===== config.mk =====
export PLATFORM = sky130hd
export DESIGN_NAME = vtfq_classifier
export DESIGN_NICKNAME = d
export VERILOG_FILES = /design/src/vtfq_pkg.sv /design/src/vtfq_classifier.sv /design/src/vtfq_fifo.sv
export SDC_FILE = /design/constraint.sdc
export NUM_CORES = 1
export LEC_CHECK = 0
export BUFFER_PORTS_ARGS = -buffer_cell sky130_fd_sc_hd__buf_2
export CORE_MARGIN = 2
export CORE_UTILIZATION = 45
export DETAILED_ROUTE_END_ITERATION = 8
export PLACE_DENSITY_LB_ADDON = 0.25
export SYNTH_ARGS = -nofsm -noshare
export SYNTH_HDL_FRONTEND = slang
export SYNTH_SLANG_ARGS = --single-unit
export TNS_END_PERCENT = 100

===== constraint.sdc =====
create_clock -name clk -period 4.95 [get_ports clk]
set_clock_uncertainty 0.05 [all_clocks]
set_input_delay 0.495 -clock clk [delete_from_list [all_inputs] [get_ports clk]]
set_output_delay 0.495 -clock clk [all_outputs]
set_load 0.05 [all_outputs]

===== src/vtfq_pkg.sv =====
package vtfq_pkg;
    localparam int VTFQ_LIST_DEPTH = 20;
    localparam int VTFQ_VID_W = 12;
    localparam logic [11:0] VTFQ_VID_MIN = 12'h001;
    localparam logic [11:0] VTFQ_VID_MAX = 12'hFFE;
    localparam logic [15:0] VTFQ_MGMT_NOVLAN = 16'hFFFF;
    localparam logic [2:0] VTFQ_PRIO_THR_RST = 3'h3;
    localparam logic [2:0] VTFQ_TOS_THR_RST = 3'h3;
    localparam logic [2:0] VTFQ_DATA_PRIO_RST = 3'h0;
    localparam logic [2:0] VTFQ_MGMT_PRIO_SU_RST = 3'h4;
    localparam logic [2:0] VTFQ_MGMT_PRIO_HUB_RST = 3'h0;
    localparam int VTFQ_FIFO_DEPTH = 8;
    // Descriptor: queue(2) group(1) prio(3) vid(12)
    localparam int VTFQ_DESC_W = 18;
    typedef enum logic [1:0] {VTFQ_Q_LOW, VTFQ_Q_MID, VTFQ_Q_HIGH} vtfq_queue_e;
    typedef enum logic [1:0] {VTFQ_LINK_HYBRID, VTFQ_LINK_TRUNK, VTFQ_LINK_ACCESS} vtfq_link_e;
endpackage : vtfq_pkg


===== src/vtfq_classifier.sv =====
`timescale 1ns/1ps
`default_nettype none
////////////////////////////////////////////////////////////////////////////////
// How it works
// - Hybrid accepts everything but broadcast-filtered frames, tags untouched
// - Trunk forwarding filter drops unlisted VIDs
// - Forwarding filter enable, resets disabled
// - Forwarding list: 20 entries, 1..4094, add/remove
// - Enabled empty forwarding list drops all trunk data frames
// - Hub trunk relaying filter drops unlisted VIDs
// - Relaying filter enable, resets disabled
// - Relaying list: 20 entries, 1..4094, add/remove
// - Enabled empty relaying list drops relayed
// - Three strict-priority queues, High first
// - Tag priority above threshold goes Mid
// - ToS precedence above threshold goes Mid
// - Otherwise Ethernet frames go Low
// - Control and management frames go High
// - Frames from the wired side to sister units go High
// - Data priority only read back on data_prio_out, never tagged onto frames, never steers queue
// - Management priority, reset 4 or 0
// - Priority threshold Trunk/Hybrid only, reset 3
// - ToS threshold on IPv4 precedence, reset 3
// - Subscriber broadcast filter drops I/G frames from the wired side
// - Trunk forwards only tagged frames, plus control and management
module vtfq_classifier
    import vtfq_pkg::*;
(
    input wire logic clk,
    input wire logic nrst,
    input wire logic hub_side_unit,
    input wire logic [1:0] link_type,
    input wire logic fwd_filter_en,
    input wire logic rly_filter_en,
    input wire logic bcast_filter_en,
    input wire logic cfg_we,
    input wire logic [2:0] cfg_sel,
    input wire logic [2:0] cfg_val,
    input wire logic list_op_valid,
    input wire logic list_op_rly,
    input wire logic list_op_remove,
    input wire logic [11:0] list_op_vid,
    output logic list_op_done,
    output logic list_op_err,
    output logic [4:0] fwd_count,
    output logic [4:0] rly_count,
    output logic [2:0] prio_thr_out,
    output logic [2:0] tos_thr_out,
    output logic [2:0] data_prio_out,
    output logic [2:0] mgmt_prio_out,
    input wire logic frm_valid,
    output logic frm_ready,
    input wire logic frm_from_wireless,
    input wire logic frm_to_wireless,
    input wire logic frm_tagged,
    input wire logic [11:0] frm_vid,
    input wire logic [2:0] frm_prio,
    input wire logic frm_is_ipv4,
    input wire logic [2:0] frm_tos_prec,
    input wire logic frm_ig_bit,
    input wire logic frm_is_mgmt,
    input wire logic frm_is_ctrl,
    input wire logic frm_to_sister,
    output logic drop_pulse,
    output logic q_valid,
    input wire logic q_ready,
    output logic [1:0] q_sel,
    output logic q_group,
    output logic [2:0] q_prio,
    output logic [11:0] q_vid
);
    localparam logic [2:0] SEL_PRIO_THR = 3'h0;
    localparam logic [2:0] SEL_TOS_THR = 3'h1;
    localparam logic [2:0] SEL_DATA_PRIO = 3'h2;
    localparam logic [2:0] SEL_MGMT_PRIO = 3'h3;

    logic [11:0] fwd_vid [VTFQ_LIST_DEPTH];
    logic [11:0] rly_vid [VTFQ_LIST_DEPTH];
    logic [VTFQ_LIST_DEPTH-1:0] fwd_used_reg;
    logic [VTFQ_LIST_DEPTH-1:0] rly_used_reg;
    logic [2:0] prio_thr_reg;
    logic [2:0] tos_thr_reg;
    logic [2:0] data_prio_reg;
    logic [2:0] mgmt_prio_reg;
    logic mgmt_init_reg;
    logic [VTFQ_LIST_DEPTH-1:0] fwd_hit;
    logic [VTFQ_LIST_DEPTH-1:0] rly_hit;
    logic [VTFQ_LIST_DEPTH-1:0] fwd_op_hit;
    logic [VTFQ_LIST_DEPTH-1:0] rly_op_hit;
    logic fifo_in_ready;
    logic fifo_out_valid;
    logic [VTFQ_DESC_W-1:0] fifo_out_data;
    logic [VTFQ_DESC_W-1:0] desc_next;
    logic accept_next;
    logic [1:0] queue_next;
    logic frm_take;

    function automatic logic [4:0] ones(input logic [VTFQ_LIST_DEPTH-1:0] v);
        logic [4:0] n;
        n = '0;
        for (int i = 0; i < VTFQ_LIST_DEPTH; i++) begin
            n = n + 5'(v[i]);
        end
        return n;
    endfunction : ones

    function automatic logic [4:0] first_free(input logic [VTFQ_LIST_DEPTH-1:0] v);
        logic [4:0] idx;
        idx = '0;
        for (int i = VTFQ_LIST_DEPTH - 1; i >= 0; i--) begin
            if (!v[i]) begin
                idx = 5'(i);
            end
        end
        return idx;
    endfunction : first_free

    ////////////////////////////////////////////////////////////////////////////
    // Parallel compare of every list slot
    genvar g;
    generate
        for (g = 0; g < VTFQ_LIST_DEPTH; g++) begin : g_match
            assign fwd_hit[g] = fwd_used_reg[g] && (fwd_vid[g] == frm_vid);
            assign rly_hit[g] = rly_used_reg[g] && (rly_vid[g] == frm_vid);
            assign fwd_op_hit[g] = fwd_used_reg[g] && (fwd_vid[g] == list_op_vid);
            assign rly_op_hit[g] = rly_used_reg[g] && (rly_vid[g] == list_op_vid);
        end
    endgenerate

    ////////////////////////////////////////////////////////////////////////////
    // List maintenance: one add or remove per operation
    logic op_in_range;
    logic [VTFQ_LIST_DEPTH-1:0] op_hit;
    logic [VTFQ_LIST_DEPTH-1:0] op_used;
    logic op_ok;
    assign op_in_range = (list_op_vid >= VTFQ_VID_MIN) && (list_op_vid <= VTFQ_VID_MAX);
    assign op_hit = list_op_rly ? rly_op_hit : fwd_op_hit;
    assign op_used = list_op_rly ? rly_used_reg : fwd_used_reg;
    // Duplicate adds are refused so one VID never owns two slots
    assign op_ok = list_op_remove ? (op_hit != '0)
                                  : (op_in_range && (op_hit == '0) && (op_used != '1));

    always_ff @(posedge clk) begin
        if (list_op_valid && op_ok && !list_op_remove) begin
            if (list_op_rly) begin
                rly_vid[first_free(rly_used_reg)] <= list_op_vid;
            end else begin
                fwd_vid[first_free(fwd_used_reg)] <= list_op_vid;
            end
        end
    end

    always_ff @(posedge clk or negedge nrst) begin
        if (!nrst) begin
            fwd_used_reg <= '0;
            rly_used_reg <= '0;
            list_op_done <= 1'b0;
            list_op_err <= 1'b0;
        end else begin
            list_op_done <= list_op_valid;
            list_op_err <= list_op_valid && !op_ok;
            if (list_op_valid && op_ok) begin
                if (list_op_rly && list_op_remove) begin
                    rly_used_reg <= rly_used_reg & ~rly_op_hit;
                end else if (list_op_rly) begin
                    rly_used_reg[first_free(rly_used_reg)] <= 1'b1;
                end else if (list_op_remove) begin
                    fwd_used_reg <= fwd_used_reg & ~fwd_op_hit;
                end else begin
                    fwd_used_reg[first_free(fwd_used_reg)] <= 1'b1;
                end
            end
        end
    end

    always_ff @(posedge clk or negedge nrst) begin
        if (!nrst) begin
            fwd_count <= '0;
            rly_count <= '0;
        end else begin
            fwd_count <= ones(fwd_used_reg);
            rly_count <= ones(rly_used_reg);
        end
    end

    ////////////////////////////////////////////////////////////////////////////
    // Priority settings
    always_ff @(posedge clk or negedge nrst) begin
        if (!nrst) begin
            prio_thr_reg <= VTFQ_PRIO_THR_RST;
            tos_thr_reg <= VTFQ_TOS_THR_RST;
            data_prio_reg <= VTFQ_DATA_PRIO_RST;
            mgmt_prio_reg <= VTFQ_MGMT_PRIO_HUB_RST;
            mgmt_init_reg <= 1'b1;
        end else begin
            mgmt_init_reg <= 1'b0;
            // Unit role is a strap, so the management default is caught after release
            if (mgmt_init_reg) begin
                mgmt_prio_reg <= hub_side_unit ? VTFQ_MGMT_PRIO_HUB_RST : VTFQ_MGMT_PRIO_SU_RST;
            end else if (cfg_we && cfg_sel == SEL_MGMT_PRIO) begin
                mgmt_prio_reg <= cfg_val;
            end
            if (cfg_we && cfg_sel == SEL_PRIO_THR) begin
                prio_thr_reg <= cfg_val;
            end
            if (cfg_we && cfg_sel == SEL_TOS_THR) begin
                tos_thr_reg <= cfg_val;
            end
            if (cfg_we && cfg_sel == SEL_DATA_PRIO) begin
                data_prio_reg <= cfg_val;
            end
        end
    end

    always_ff @(posedge clk or negedge nrst) begin
        if (!nrst) begin
            prio_thr_out <= VTFQ_PRIO_THR_RST;
            tos_thr_out <= VTFQ_TOS_THR_RST;
            data_prio_out <= VTFQ_DATA_PRIO_RST;
            mgmt_prio_out <= VTFQ_MGMT_PRIO_HUB_RST;
        end else begin
            prio_thr_out <= prio_thr_reg;
            tos_thr_out <= tos_thr_reg;
            data_prio_out <= data_prio_reg;
            mgmt_prio_out <= mgmt_prio_reg;
        end
    end

    ////////////////////////////////////////////////////////////////////////////
    // Accept / discard and queue choice, all combinational ahead of the FIFO
    always_comb begin
        logic is_data;
        logic trunk;
        logic relayed;
        logic use_tag;
        is_data = !frm_is_mgmt && !frm_is_ctrl;
        trunk = (link_type == VTFQ_LINK_TRUNK);
        relayed = frm_from_wireless && frm_to_wireless;
        use_tag = frm_tagged && (link_type != VTFQ_LINK_ACCESS);
        accept_next = 1'b1;
        if (is_data && trunk && !frm_tagged) begin
            accept_next = 1'b0;
        end
        // Empty list means no hit, so enabled filter drops every trunk data frame
        if (is_data && trunk && fwd_filter_en && (fwd_hit == '0)) begin
            accept_next = 1'b0;
        end
        if (is_data && trunk && hub_side_unit && rly_filter_en && relayed && (rly_hit == '0)) begin
            accept_next = 1'b0;
        end
        if (bcast_filter_en && !hub_side_unit && frm_ig_bit && !frm_from_wireless) begin
            accept_next = 1'b0;
        end
        if (frm_is_mgmt || frm_is_ctrl || (!frm_from_wireless && frm_to_sister)) begin
            queue_next = VTFQ_Q_HIGH;
        end else if (use_tag && (frm_prio > prio_thr_reg)) begin
            queue_next = VTFQ_Q_MID;
        end else if (frm_is_ipv4 && (frm_tos_prec > tos_thr_reg)) begin
            queue_next = VTFQ_Q_MID;
        end else begin
            queue_next = VTFQ_Q_LOW;
        end
        desc_next = {queue_next, frm_ig_bit, frm_prio, frm_vid};
    end

    assign frm_take = frm_valid && fifo_in_ready;
    assign frm_ready = fifo_in_ready;

    always_ff @(posedge clk or negedge nrst) begin
        if (!nrst) begin
            drop_pulse <= 1'b0;
        end else begin
            drop_pulse <= frm_take && !accept_next;
        end
    end

    vtfq_fifo #(
        .WIDTH(VTFQ_DESC_W),
        .DEPTH(VTFQ_FIFO_DEPTH)
    ) u_fifo (
        .clk(clk),
        .nrst(nrst),
        .in_valid(frm_valid && accept_next),
        .in_ready(fifo_in_ready),
        .in_data(desc_next),
        .out_valid(fifo_out_valid),
        .out_ready(!q_valid || q_ready),
        .out_data(fifo_out_data)
    );

    // Output stage keeps every queue-side output on a flip-flop
    always_ff @(posedge clk or negedge nrst) begin
        if (!nrst) begin
            q_valid <= 1'b0;
            q_sel <= '0;
            q_group <= 1'b0;
            q_prio <= '0;
            q_vid <= '0;
        end else if (!q_valid || q_ready) begin
            q_valid <= fifo_out_valid;
            {q_sel, q_group, q_prio, q_vid} <= fifo_out_data;
        end
    end

    ////////////////////////////////////////////////////////////////////////////
    a_fwd_filter_drop: assert property (@(posedge clk) disable iff (!nrst)
        frm_take && !frm_is_mgmt && !frm_is_ctrl && link_type == VTFQ_LINK_TRUNK
        && fwd_filter_en && fwd_hit == '0 |=> drop_pulse)
        else $error("unlisted trunk frame not dropped");
    a_high_queue: assert property (@(posedge clk) disable iff (!nrst)
        frm_valid && (frm_is_mgmt || frm_is_ctrl) |-> queue_next == VTFQ_Q_HIGH)
        else $error("management frame not high");
    a_tos_mid: assert property (@(posedge clk) disable iff (!nrst)
        frm_valid && !frm_is_mgmt && !frm_is_ctrl && !frm_to_sister && frm_is_ipv4
        && frm_tos_prec > tos_thr_reg |-> queue_next == VTFQ_Q_MID)
        else $error("precedence frame not mid");
    a_hybrid_pass: assert property (@(posedge clk) disable iff (!nrst)
        frm_take && link_type == VTFQ_LINK_HYBRID && !bcast_filter_en |=> !drop_pulse)
        else $error("hybrid frame dropped");
    a_list_bound: assert property (@(posedge clk) disable iff (!nrst)
        fwd_count <= 5'(VTFQ_LIST_DEPTH) && rly_count <= 5'(VTFQ_LIST_DEPTH))
        else $error("list overflow");
    a_bcast_drop: assert property (@(posedge clk) disable iff (!nrst)
        frm_take && bcast_filter_en && !hub_side_unit && frm_ig_bit && !frm_from_wireless |=> drop_pulse)
        else $error("group frame not blocked");
    a_rly_drop: assert property (@(posedge clk) disable iff (!nrst)
        frm_take && hub_side_unit && link_type == VTFQ_LINK_TRUNK && rly_filter_en
        && frm_from_wireless && frm_to_wireless && !frm_is_mgmt && !frm_is_ctrl
        && rly_hit == '0 |=> drop_pulse)
        else $error("unlisted relay not dropped");
    a_low_default: assert property (@(posedge clk) disable iff (!nrst)
        frm_valid && !frm_is_mgmt && !frm_is_ctrl && !frm_to_sister && !frm_is_ipv4
        && !frm_tagged |-> queue_next == VTFQ_Q_LOW)
        else $error("plain frame not low");
endmodule : vtfq_classifier
`default_nettype wire


===== src/vtfq_fifo.sv =====
`timescale 1ns/1ps
`default_nettype none
module vtfq_fifo #(
    parameter int WIDTH = 18,
    parameter int DEPTH = 8
) (
    input wire logic clk,
    input wire logic nrst,
    input wire logic in_valid,
    output logic in_ready,
    input wire logic [WIDTH-1:0] in_data,
    output logic out_valid,
    input wire logic out_ready,
    output logic [WIDTH-1:0] out_data
);
    localparam int AW = $clog2(DEPTH);
    logic [WIDTH-1:0] mem [DEPTH];
    logic [AW-1:0] wr_reg;
    logic [AW-1:0] rd_reg;
    logic [AW:0] cnt_reg;
    logic push;
    logic pop;
    assign in_ready = (cnt_reg != (AW+1)'(DEPTH));
    assign out_valid = (cnt_reg != '0);
    assign out_data = mem[rd_reg];
    assign push = in_valid && in_ready;
    assign pop = out_valid && out_ready;
    always_ff @(posedge clk) begin
        if (push) begin
            mem[wr_reg] <= in_data;
        end
    end
    always_ff @(posedge clk or negedge nrst) begin
        if (!nrst) begin
            wr_reg <= '0;
            rd_reg <= '0;
            cnt_reg <= '0;
        end else begin
            if (push) begin
                wr_reg <= (wr_reg == AW'(DEPTH-1)) ? '0 : wr_reg + 1'b1;
            end
            if (pop) begin
                rd_reg <= (rd_reg == AW'(DEPTH-1)) ? '0 : rd_reg + 1'b1;
            end
            if (push && !pop) begin
                cnt_reg <= cnt_reg + 1'b1;
            end else if (pop && !push) begin
                cnt_reg <= cnt_reg - 1'b1;
            end
        end
    end
endmodule : vtfq_fifo
`default_nettype wire


==> qor.txt, run 1 <==
WL per Instance - 26.8 um
Synth-to-Final Area Change - 14.6%
clk buf depth - 3
min Tclk post-route - 4.37 ns
Max Cap Viol - 0
outcome - finished, final reports clean
top flop regs - fwd_vid x240, rly_vid x240, u_fifo.mem x144
RSZ-0062 raised after global routing - no
PwrDens - 390 nW/um^2
R2R setup slack - 0.58 ns
# rows - 106
dominant synthesized flop cell - edfxtp_1
Final WS setup - 0.579 ns
type of origin of the critical path - flip-flop
initial core utilization - 45.4%
DR vias/cell - 5.84
first-pass GRT wire length - 166 mm
critical path class - flip-flop to flip-flop
Crit path top cell by count - fa_1
Seq/Total Area, Yosys - 56.5%
gp weighted congestion - 0.945
setup violators final - 0
final hold vios - 0
Async SR Flop Fraction - 14.6%
Final Core Density - 52.0%
CTS tree - yes
Top-Level Pins - 103
Final period util - 88.3%
CP cell instances - inv_1 -> fa_1 -> fa_1 -> fa_1 -> fa_1 -> fa_1 -> inv_1 -> ha_1 -> inv_1 -> fa_1 -> nor2b_1 -> o21ai_0 -> nand2b_1
initial antenna violation count - 4
Pre-Repair DR Iteration Count - 8
WL final - 112 mm
IO Port Bufs - 102
mean area per synthesized cell - 13.5 sq um
synth warn - 0
fin. max-slew vios - 0
Max VDD drop - 277 uV
WP data required - 5.46 ns
GR Util All Layers - 25.9%
GRT overflow - 0
number of synthesized flops with an enable pin - 624
Remaining DRCs - 0
pre-CTS WS - 0.218 ns
share of post-route cells with drive strength above 1 - 16.1%
slew margin rel. - 20.2%
clock sinks - 731
Worst-path clk slew - 0.07 ns
chip height - 294 um
die area - 86,700 sq um
Root Buffer - clkbuf_16
Worst-Margin Slew - 1.19 ns
Netlist Area Pre-Place - 37,900 sq um
Worst Setup End Kind - flip-flop
syn_nets - 2,926
detailed-route via count - 24,500
count of different cell masters after synthesis - 76
Worst Hold Class - primary input to flip-flop
number of synthesized register bits - 731
HPWL Detailed - 75.4 mm
Achievable Freq - 0.229 GHz
total core area - 83,600 sq um
setup tns final - 0 ns
chip width - 294 um
post-CTS setup buffers - 0
CTS Buf Count - 80
H-tree depth - 3
Placed Area - 40,800 sq um
Antenna Nets Post-Route - 0
largest net degree at the start of global routing - 82
arrival time at the worst endpoint - 4.88 ns
clk_lat worst skew - 0.64 ns
vias in the first global route - 25,200
Worst Path Max Fanout - 7
Mapped Cells - 2,812
ANT cells - 0
Leakage - 15.0 nW
DRT iter0 DRCs - 2,050
Final Net Count - 3,159
CP peak stage delay - 0.53 ns
Slowest-stage cell, CP - fa_1
post-layout instance area - 43,500 sq um
-- per-stage QoR --
| step | hold WS [ns] | instances | total power (W) |
|---|---|---|---|
| 6_report | 0.0421 | 4193 | 0.0169 |
| 5_1_grt | 0.0213 | 4193 | 0.0176 |
| 4_1_cts | 0.00991 | 4193 | 0.0171 |
| 3_5_place_dp | 0.311 | 4042 | 0.0110 |
| 3_3_place_gp | 0.307 | 4042 | 0.0109 |
| 2_1_floorplan | 0.149 | 2812 | 0.00989 |
-- cell usage in the layout, fill, tap and decap left out, types with 9 or more instances in the layout --
cell       instances
edfxtp_1         624
xnor2_1          504
xor2_1           464
buf_4            183
nand4_1          162
nor4_1           144
dfrtp_1           97
clkbuf_16         81
nand2_1           78
inv_1             77
buf_2             77
nor2_1            53
nand3_1           50
buf_12            43
o21ai_0           39
nor3_1            36
mux4_2            36
fa_1              29
ha_1              27
o22ai_1           26
a21oi_1           22
mux2i_1           20
clkbuf_1          20
clkinv_2          13
mux2_2            12
a41oi_1           11
and3_1            11
clkbuf_8          11
nor2b_1            9
a211oi_1           9
dfstp_2            9
-- cell usage after synthesis (36+ instances only) --
| library cell | count | share of area (%) |
|---|---|---|
| buf_2 | 51 | 0.67 |
| clkbuf_1 | 38 | 0.38 |
| dfrtp_1 | 98 | 6.5 |
| edfxtp_1 | 624 | 49 |
| inv_1 | 77 | 0.76 |
| mux4_2 | 36 | 2.1 |
| nand2_1 | 78 | 0.77 |
| nand3_1 | 50 | 0.66 |
| nand4_1 | 162 | 2.7 |
| nor2_1 | 53 | 0.52 |
| nor3_1 | 36 | 0.47 |
| nor4_1 | 150 | 2.5 |
| o21ai_0 | 39 | 0.51 |
| xnor2_1 | 504 | 12 |
| xor2_1 | 464 | 11 |
-- metal layers --
| layer | global-route usage [%] | wire length [um] | vias to the layer above |
|---|---|---|---|
| li1 | - | - | 10700 |
| met1 | 35.6 | 48700 | 12700 |
| met2 | 43.0 | 53700 | 884 |
| met3 | 3.23 | 6800 | 209 |
| met4 | 7.89 | 3160 | 6 |
| met5 | 0 | 44 | - |
-- cell type report --
type                       count  area [sq um]
fill                        7001         40100
inverter                      77           289
multi-input combinational   1850         15100
clock buffer                 113          2260
timing repair buffer         305          2640
clock inverter                37           394
sequential                   731         21400
tap                         1080          1350
-- worst max-delay path: cells and delay by family (launching register included) --
family	cells	cell delay, ns
fa+ha+maj	7	3.09
compound gates	1	0.08
simple gates	2	0.20
buf+inv	3	0.35
flops	1	0.52
-- path summary, 6_finish.rpt --
kind,cells after the start,to,from
setup / recovery,13,rly_count[4],rly_used_reg[7]
hold / removal,2,mgmt_prio_reg[2],hub_side_unit
setup reg to reg,13,rly_count[4],rly_used_reg[7]
hold reg to reg,0,prio_thr_out[1],prio_thr_reg[1]
max in group asynchronous,3,fwd_used_reg[11],nrst
min in group asynchronous,2,q_vid[2],nrst
-- cells by family after synthesis --
kind of cell | after synthesis | share of synthesized area, %
xor gates and xnor gates | 968 | 22.3
DFF | 731 | 56.5
and+or+nand+nor | 585 | 8.68
buffers and inverters | 231 | 3.83
AOI/OAI and AO/OA | 172 | 3.23
muxes | 68 | 3.02
adders and majority gates | 56 | 2.42
other | 1 | 0.00988
-- power breakdown --
group          switching, W  total (W)  internal, W
Combinational       0.00214    0.00352      0.00139
Clock               0.00255    0.00608      0.00353
Sequential         0.000250    0.00734      0.00709
-- what timing repair did --
action | in CTS | in global routing
hold buffers | 1 | 0
resized for setup | 0 | 0
endpoints found under the hold margin | 71 | 0
(Power assumes the default switching activity.)
==> inputs of run 2 (changes only) <==
--- a/config.mk
+++ b/config.mk
@@ -7,3 +7,2 @@
 export LEC_CHECK = 0
-export BUFFER_PORTS_ARGS = -buffer_cell sky130_fd_sc_hd__buf_2
 export CORE_MARGIN = 2
@@ -11,2 +10,3 @@
 export DETAILED_ROUTE_END_ITERATION = 8
+export DONT_BUFFER_PORTS = 1
 export PLACE_DENSITY_LB_ADDON = 0.25
==> constraint.sdc (replaced) <==
create_clock -name clk -period 4.95 [get_ports clk]
set_clock_uncertainty 0.05 [all_clocks]
set_input_delay 0 -clock clk [delete_from_list [all_inputs] [get_ports clk]]
set_output_delay 0 -clock clk [all_outputs]
set_load 0.05 [all_outputs]
==> run 2 against run 1 <==
Net effect:
- first-iteration DRC count up 4.2%
- via count decreased by 4.3%
- sequential share of layout area grew 1.5 points
- worst hold slack lost 0.015 ns
- largest power group unchanged
==> qor.txt, run 2 (synthesized netlist as in run 1, its figures left out) <==
Final Net Count - 2,977
HPWL Detailed - 58.1 mm
clock sinks - 731
first-pass GRT wire length - 162 mm
min Tclk post-route - 4.60 ns
GR Util All Layers - 25.7%
CTS tree - yes
# rows - 106
Antenna Nets Post-Route - 0
commonest cells after routing, fill and taps aside - edfxtp_1 (624), xnor2_1 (504), xor2_1 (464), nand4_1 (162), nor4_1 (144)
IO Port Bufs - 0
Final period util - 92.9%
Top-Level Pins - 103
commonest non-fill, non-tap cell in the layout - edfxtp_1
largest net degree at the start of global routing - 108
Worst Setup End Kind - flip-flop
Worst Path Max Fanout - 77
Worst-path clk slew - 0.06 ns
Pre-Repair DR Iteration Count - 5
type of origin of the critical path - primary input
CP peak stage delay - 1.25 ns
Remaining DRCs - 0
share of post-route cells with drive strength above 1 - 8.81%
top flop regs - fwd_vid x240, rly_vid x240, u_fifo.mem x144
clk buf depth - 3
initial core utilization - 45.4%
CTS Buf Count - 80
WP data required - 5.22 ns
WL final - 111 mm
outcome - finished, final reports clean
setup tns final - 0 ns
Root Buffer - clkbuf_16
# fillers - 7,099
Slowest-stage cell, CP - dlygate4sd3_1
Buf/Inv on CP - 3
slew margin rel. - 24.4%
DRT iter0 DRCs - 2,136
vias in the first global route - 24,100
Final Core Density - 50.5%
final hold vios - 0
total core area - 83,600 sq um
detailed-route via count - 23,500
Achievable Freq - 0.217 GHz
CP cell instances - dlygate4sd3_1 -> buf_16 -> xor2_1 -> nor4_1 -> nand3_1 -> o22ai_1 -> a2111oi_4 -> o2111a_2 -> nand2_1 -> nor4_2 -> buf_4
chip height - 294 um
clk_lat worst skew - 0.63 ns
post-CTS setup buffers - 0
RSZ-0062 raised after global routing - no
Max Cap Viol - 0
fin. max-slew vios - 0
arrival time at the worst endpoint - 4.87 ns
chip width - 294 um
Worst-Margin Slew - 1.12 ns
PwrDens - 391 nW/um^2
GRT overflow - 0
WL per Instance - 27.7 um
DR vias/cell - 5.85
H-tree depth - 3
setup violators final - 0
Leakage - 14.1 nW
Synth-to-Final Area Change - 11.1%
gp weighted congestion - 0.903
Worst path top cell family by delay - buffers and inverters
Max VDD drop - 252 uV
Worst Hold Class - primary input to flip-flop
die area - 86,700 sq um
critical path class - primary input to flip-flop
initial antenna violation count - 5
==> run 2: cell count changes in the layout (fill, tap and decap cells not counted), sizes merged <==
cell,delta
clkinvlp,-1
inv,-6
dlygate4sd3,+56
diode,+5
clkbuf,+4
buf,-238
==> run 2: metrics by stage <==
stage / setup slack (ns) / total power [W] / area (sq um) / std cells / hold slack, ns
after floorplan: 0.991 / 0.00989 / 37900 / 2812 / -0.346
after global placement: 0.817 / 0.0102 / 38600 / 3791 / -0.339
after detailed placement: 0.790 / 0.0103 / 38600 / 3791 / -0.339
after CTS: 0.0929 / 0.0166 / 42100 / 4007 / 0.00795
after global routing: 0.277 / 0.0172 / 42200 / 4009 / 0.0554
final: 0.352 / 0.0165 / 42200 / 4013 / 0.0269
==> run 2: what timing repair did <==
item / in CTS / in global routing
endpoints found under the hold margin: 880 / 1
hold buffers: 69 / 1
endpoints found under the setup margin: 0 / 83
resized for setup: 0 / 1
==> run 2: worst paths after layout <==
check	startpoint	to	slack (ns)	cells after the start
max in group asynchronous	nrst	fwd_count[3]	3.72	3
min in group asynchronous	nrst	q_vid[2]	0.52	3
setup / recovery	list_op_vid[6]	fwd_vid[16][4]	0.35	11
hold / removal	link_type[0]	u_fifo.mem[7][16]	0.03	4
hold reg to reg	prio_thr_reg[1]	prio_thr_out[1]	0.32	0
setup reg to reg	fwd_used_reg[13]	fwd_count[4]	0.76	15
==> run 2: area by class of cell <==
class	instances	area, sq um	share of cell area [%]
clock buffers	117	2330	5.53
repair buffers	123	1330	3.15
diodes	5	12.5	0.0297
inverters	77	289	0.685
clock inverters	30	323	0.766
flip-flops and latches	731	21400	50.8
multi-input cells	1850	15100	35.8
well taps	1080	1350	3.20
==> run 2: where the power goes <==
group	switching [W]	leakage (nW)	internal [W]	total [W]
Clock	0.00243	1.30	0.00358	0.00601
Combinational	0.00144	5.97	0.00122	0.00266
Sequential	0.000709	6.81	0.00709	0.00780
==> run 2: metal layers <==
metal  global-route usage (%)  wire (um)  vias to the layer above
li1                         -          -                    10300
met1                     34.1      46200                    12100
met2                     43.1      53800                      912
met3                     4.62       8310                      158
met4                     7.79       2870                        4
met5                        0         22                        -
==> run 2: tightest hold or removal path: cells and delay by family <==
kind	cells	cell delay, ns
AOI/OAI and AO/OA	4	0.45
==> inputs of run 3 (changes only) <==
CTS_CLUSTER_SIZE = 24   (was not set)
RECOVER_POWER = 50   (was not set)
==> run 3 against run 2 <==
Net effect:
- fmax about the same
- combinational power about the same
- sequential cell count unchanged
- the flow now finishes with violations (max-capacitance violations, max-slew violations)
==> qor.txt, run 3 (synthesized netlist as in run 1, its figures left out) <==
commonest non-fill, non-tap cell in the layout - edfxtp_1
slew margin rel. - -113%
CP peak stage delay - 1.25 ns
Worst Path Max Fanout - 77
vias in the first global route - 24,100
RSZ-0062 raised after global routing - no
DRT iter0 DRCs - 2,136
r2r startpoint - fwd_used_reg[13]
share of post-route cells with drive strength above 1 - 8.54%
Worst Setup End Kind - flip-flop
CTS tree - yes
CP cell instances - dlygate4sd3_1 -> buf_16 -> xor2_1 -> nor4_1 -> nand3_1 -> o22ai_1 -> a2111oi_4 -> o2111a_2 -> nand2_1 -> nor4_2 -> buf_4
commonest cells after routing, fill and taps aside - edfxtp_1 (624), xnor2_1 (504), xor2_1 (464), nand4_1 (162), nor4_1 (144)
setup violators final - 0
Hold Path Stages - 4
R2R cell count - 15
arrival time at the worst endpoint - 4.87 ns
Remaining DRCs - 0
PwrDens - 391 nW/um^2
HP Start - link_type[0]
detailed-route via count - 23,500
top flop regs - fwd_vid x240, rly_vid x240, u_fifo.mem x144
Final Net Count - 2,977
Final period util - 92.9%
gp weighted congestion - 0.903
post-CTS setup buffers - 0
DR vias/cell - 5.84
Antenna Nets Post-Route - 0
HPWL Detailed - 58.1 mm
Worst path top cell family by delay - buffers and inverters
violated checks - max-capacitance violations, max-slew violations
initial core utilization - 45.4%
Max VDD drop - 252 uV
Pre-Repair DR Iteration Count - 5
Top-Level Pins - 103
chip height - 294 um
Worst Hold Endpoint - u_fifo.mem[7][16]
Max Cap Viol - 1
setup tns final - 0 ns
GR Util All Layers - 25.7%
chip width - 294 um
Worst-Margin Slew - 3.20 ns
die area - 86,700 sq um
IO Port Bufs - 0
initial antenna violation count - 5
Worst Hold Class - primary input to flip-flop
Slowest-stage cell, CP - dlygate4sd3_1
Leakage - 14.1 nW
final hold vios - 0
largest net degree at the start of global routing - 108
R2R Path End - fwd_count[4]
WL per Instance - 27.7 um
# rows - 106
Synth-to-Final Area Change - 11.1%
WL final - 111 mm
Root Buffer - clkbuf_16
H-tree depth - 3
min Tclk post-route - 4.60 ns
clk_lat worst skew - 0.63 ns
Worst-path clk slew - 0.06 ns
WP data required - 5.22 ns
first-pass GRT wire length - 162 mm
Achievable Freq - 0.217 GHz
R2R setup slack - 0.76 ns
critical path class - primary input to flip-flop
clock sinks - 731
Final Core Density - 50.4%
fin. max-slew vios - 108
type of origin of the critical path - primary input
total core area - 83,600 sq um
clk buf depth - 3
CTS Buf Count - 80
outcome - finished, violations left
Buf/Inv on CP - 3
GRT overflow - 0
-- run 3: area by class of cell --
| type | count | area (sq um) |
|---|---|---|
| Clock inverter | 30 | 323 |
| Clock buffer | 117 | 2330 |
| Inverter | 77 | 289 |
| Timing Repair Buffer | 123 | 1300 |
| Fill cell | 7102 | 41400 |
| Sequential cell | 731 | 21400 |
| Antenna cell | 5 | 12.5 |
| Multi-Input combinational cell | 1850 | 15100 |
| Tap cell | 1080 | 1350 |
-- run 3: metrics by stage --
stage	total power [W]	cells	worst slack [ns]	hold slack [ns]	area, sq um
after floorplan	0.00989	2812	0.991	-0.346	37900
after global placement	0.0102	3791	0.817	-0.339	38600
after detailed placement	0.0103	3791	0.790	-0.339	38600
after CTS	0.0166	4007	0.0929	0.00795	42100
after global routing	0.0172	4009	0.277	0.0554	42100
final	0.0165	4013	0.350	0.0330	42100
-- run 3: worst max-delay path by stage --
| stage | to | cells past startpoint | slack [ns] | start |
|---|---|---|---|---|
| 4_1_cts | fwd_vid[16][8] | 11 | 0.09 | list_op_vid[2] |
| 3_5_place_dp | rly_count[4] | 13 | 0.79 | rly_used_reg[7] |
| 2_1_floorplan | fwd_count[4] | 15 | 0.99 | fwd_used_reg[11] |
| 6_report | fwd_vid[16][4] | 11 | 0.35 | list_op_vid[6] |
| 5_1_grt | fwd_vid[16][8] | 11 | 0.28 | list_op_vid[2] |
| 3_3_place_gp | fwd_count[4] | 15 | 0.82 | fwd_used_reg[13] |
-- run 3: power breakdown --
group,leakage [nW],internal [W],switching [W]
clock,1.30,0.00358,0.00243
combinational,5.96,0.00122,0.00144
sequential,6.81,0.00709,0.000709
total,14.1,0.0119,0.00458
-- run 3: timing repair --
item                                    CTS  global route
endpoints found under the hold margin   880             1
resized for setup                         0             1
hold buffers                             69             1
endpoints found under the setup margin    0            83
-- run 3: worst register-to-register path, stage by stage, from the launching register on --
cell and delay (ns):
dfrtp_1 0.50, fa_1 0.56, inv_1 0.05, fa_1 0.47
inv_1 0.05, fa_1 0.46, fa_1 0.49, inv_1 0.05
fa_1 0.42, inv_1 0.06, ha_1 0.16, inv_1 0.07
fa_1 0.47, nor2b_1 0.12, o21ai_0 0.07, nand2b_1 0.07
-- run 3: per-layer routing --
| metal | global-route usage [%] | vias to the layer above | share of wire, % |
|---|---|---|---|
| met5 | 0 | - | 0.020 |
| met4 | 7.79 | 4 | 2.5 |
| met3 | 4.62 | 154 | 7.5 |
| met2 | 43.1 | 917 | 48 |
| met1 | 34.1 | 12100 | 42 |
| li1 | - | 10300 | - |
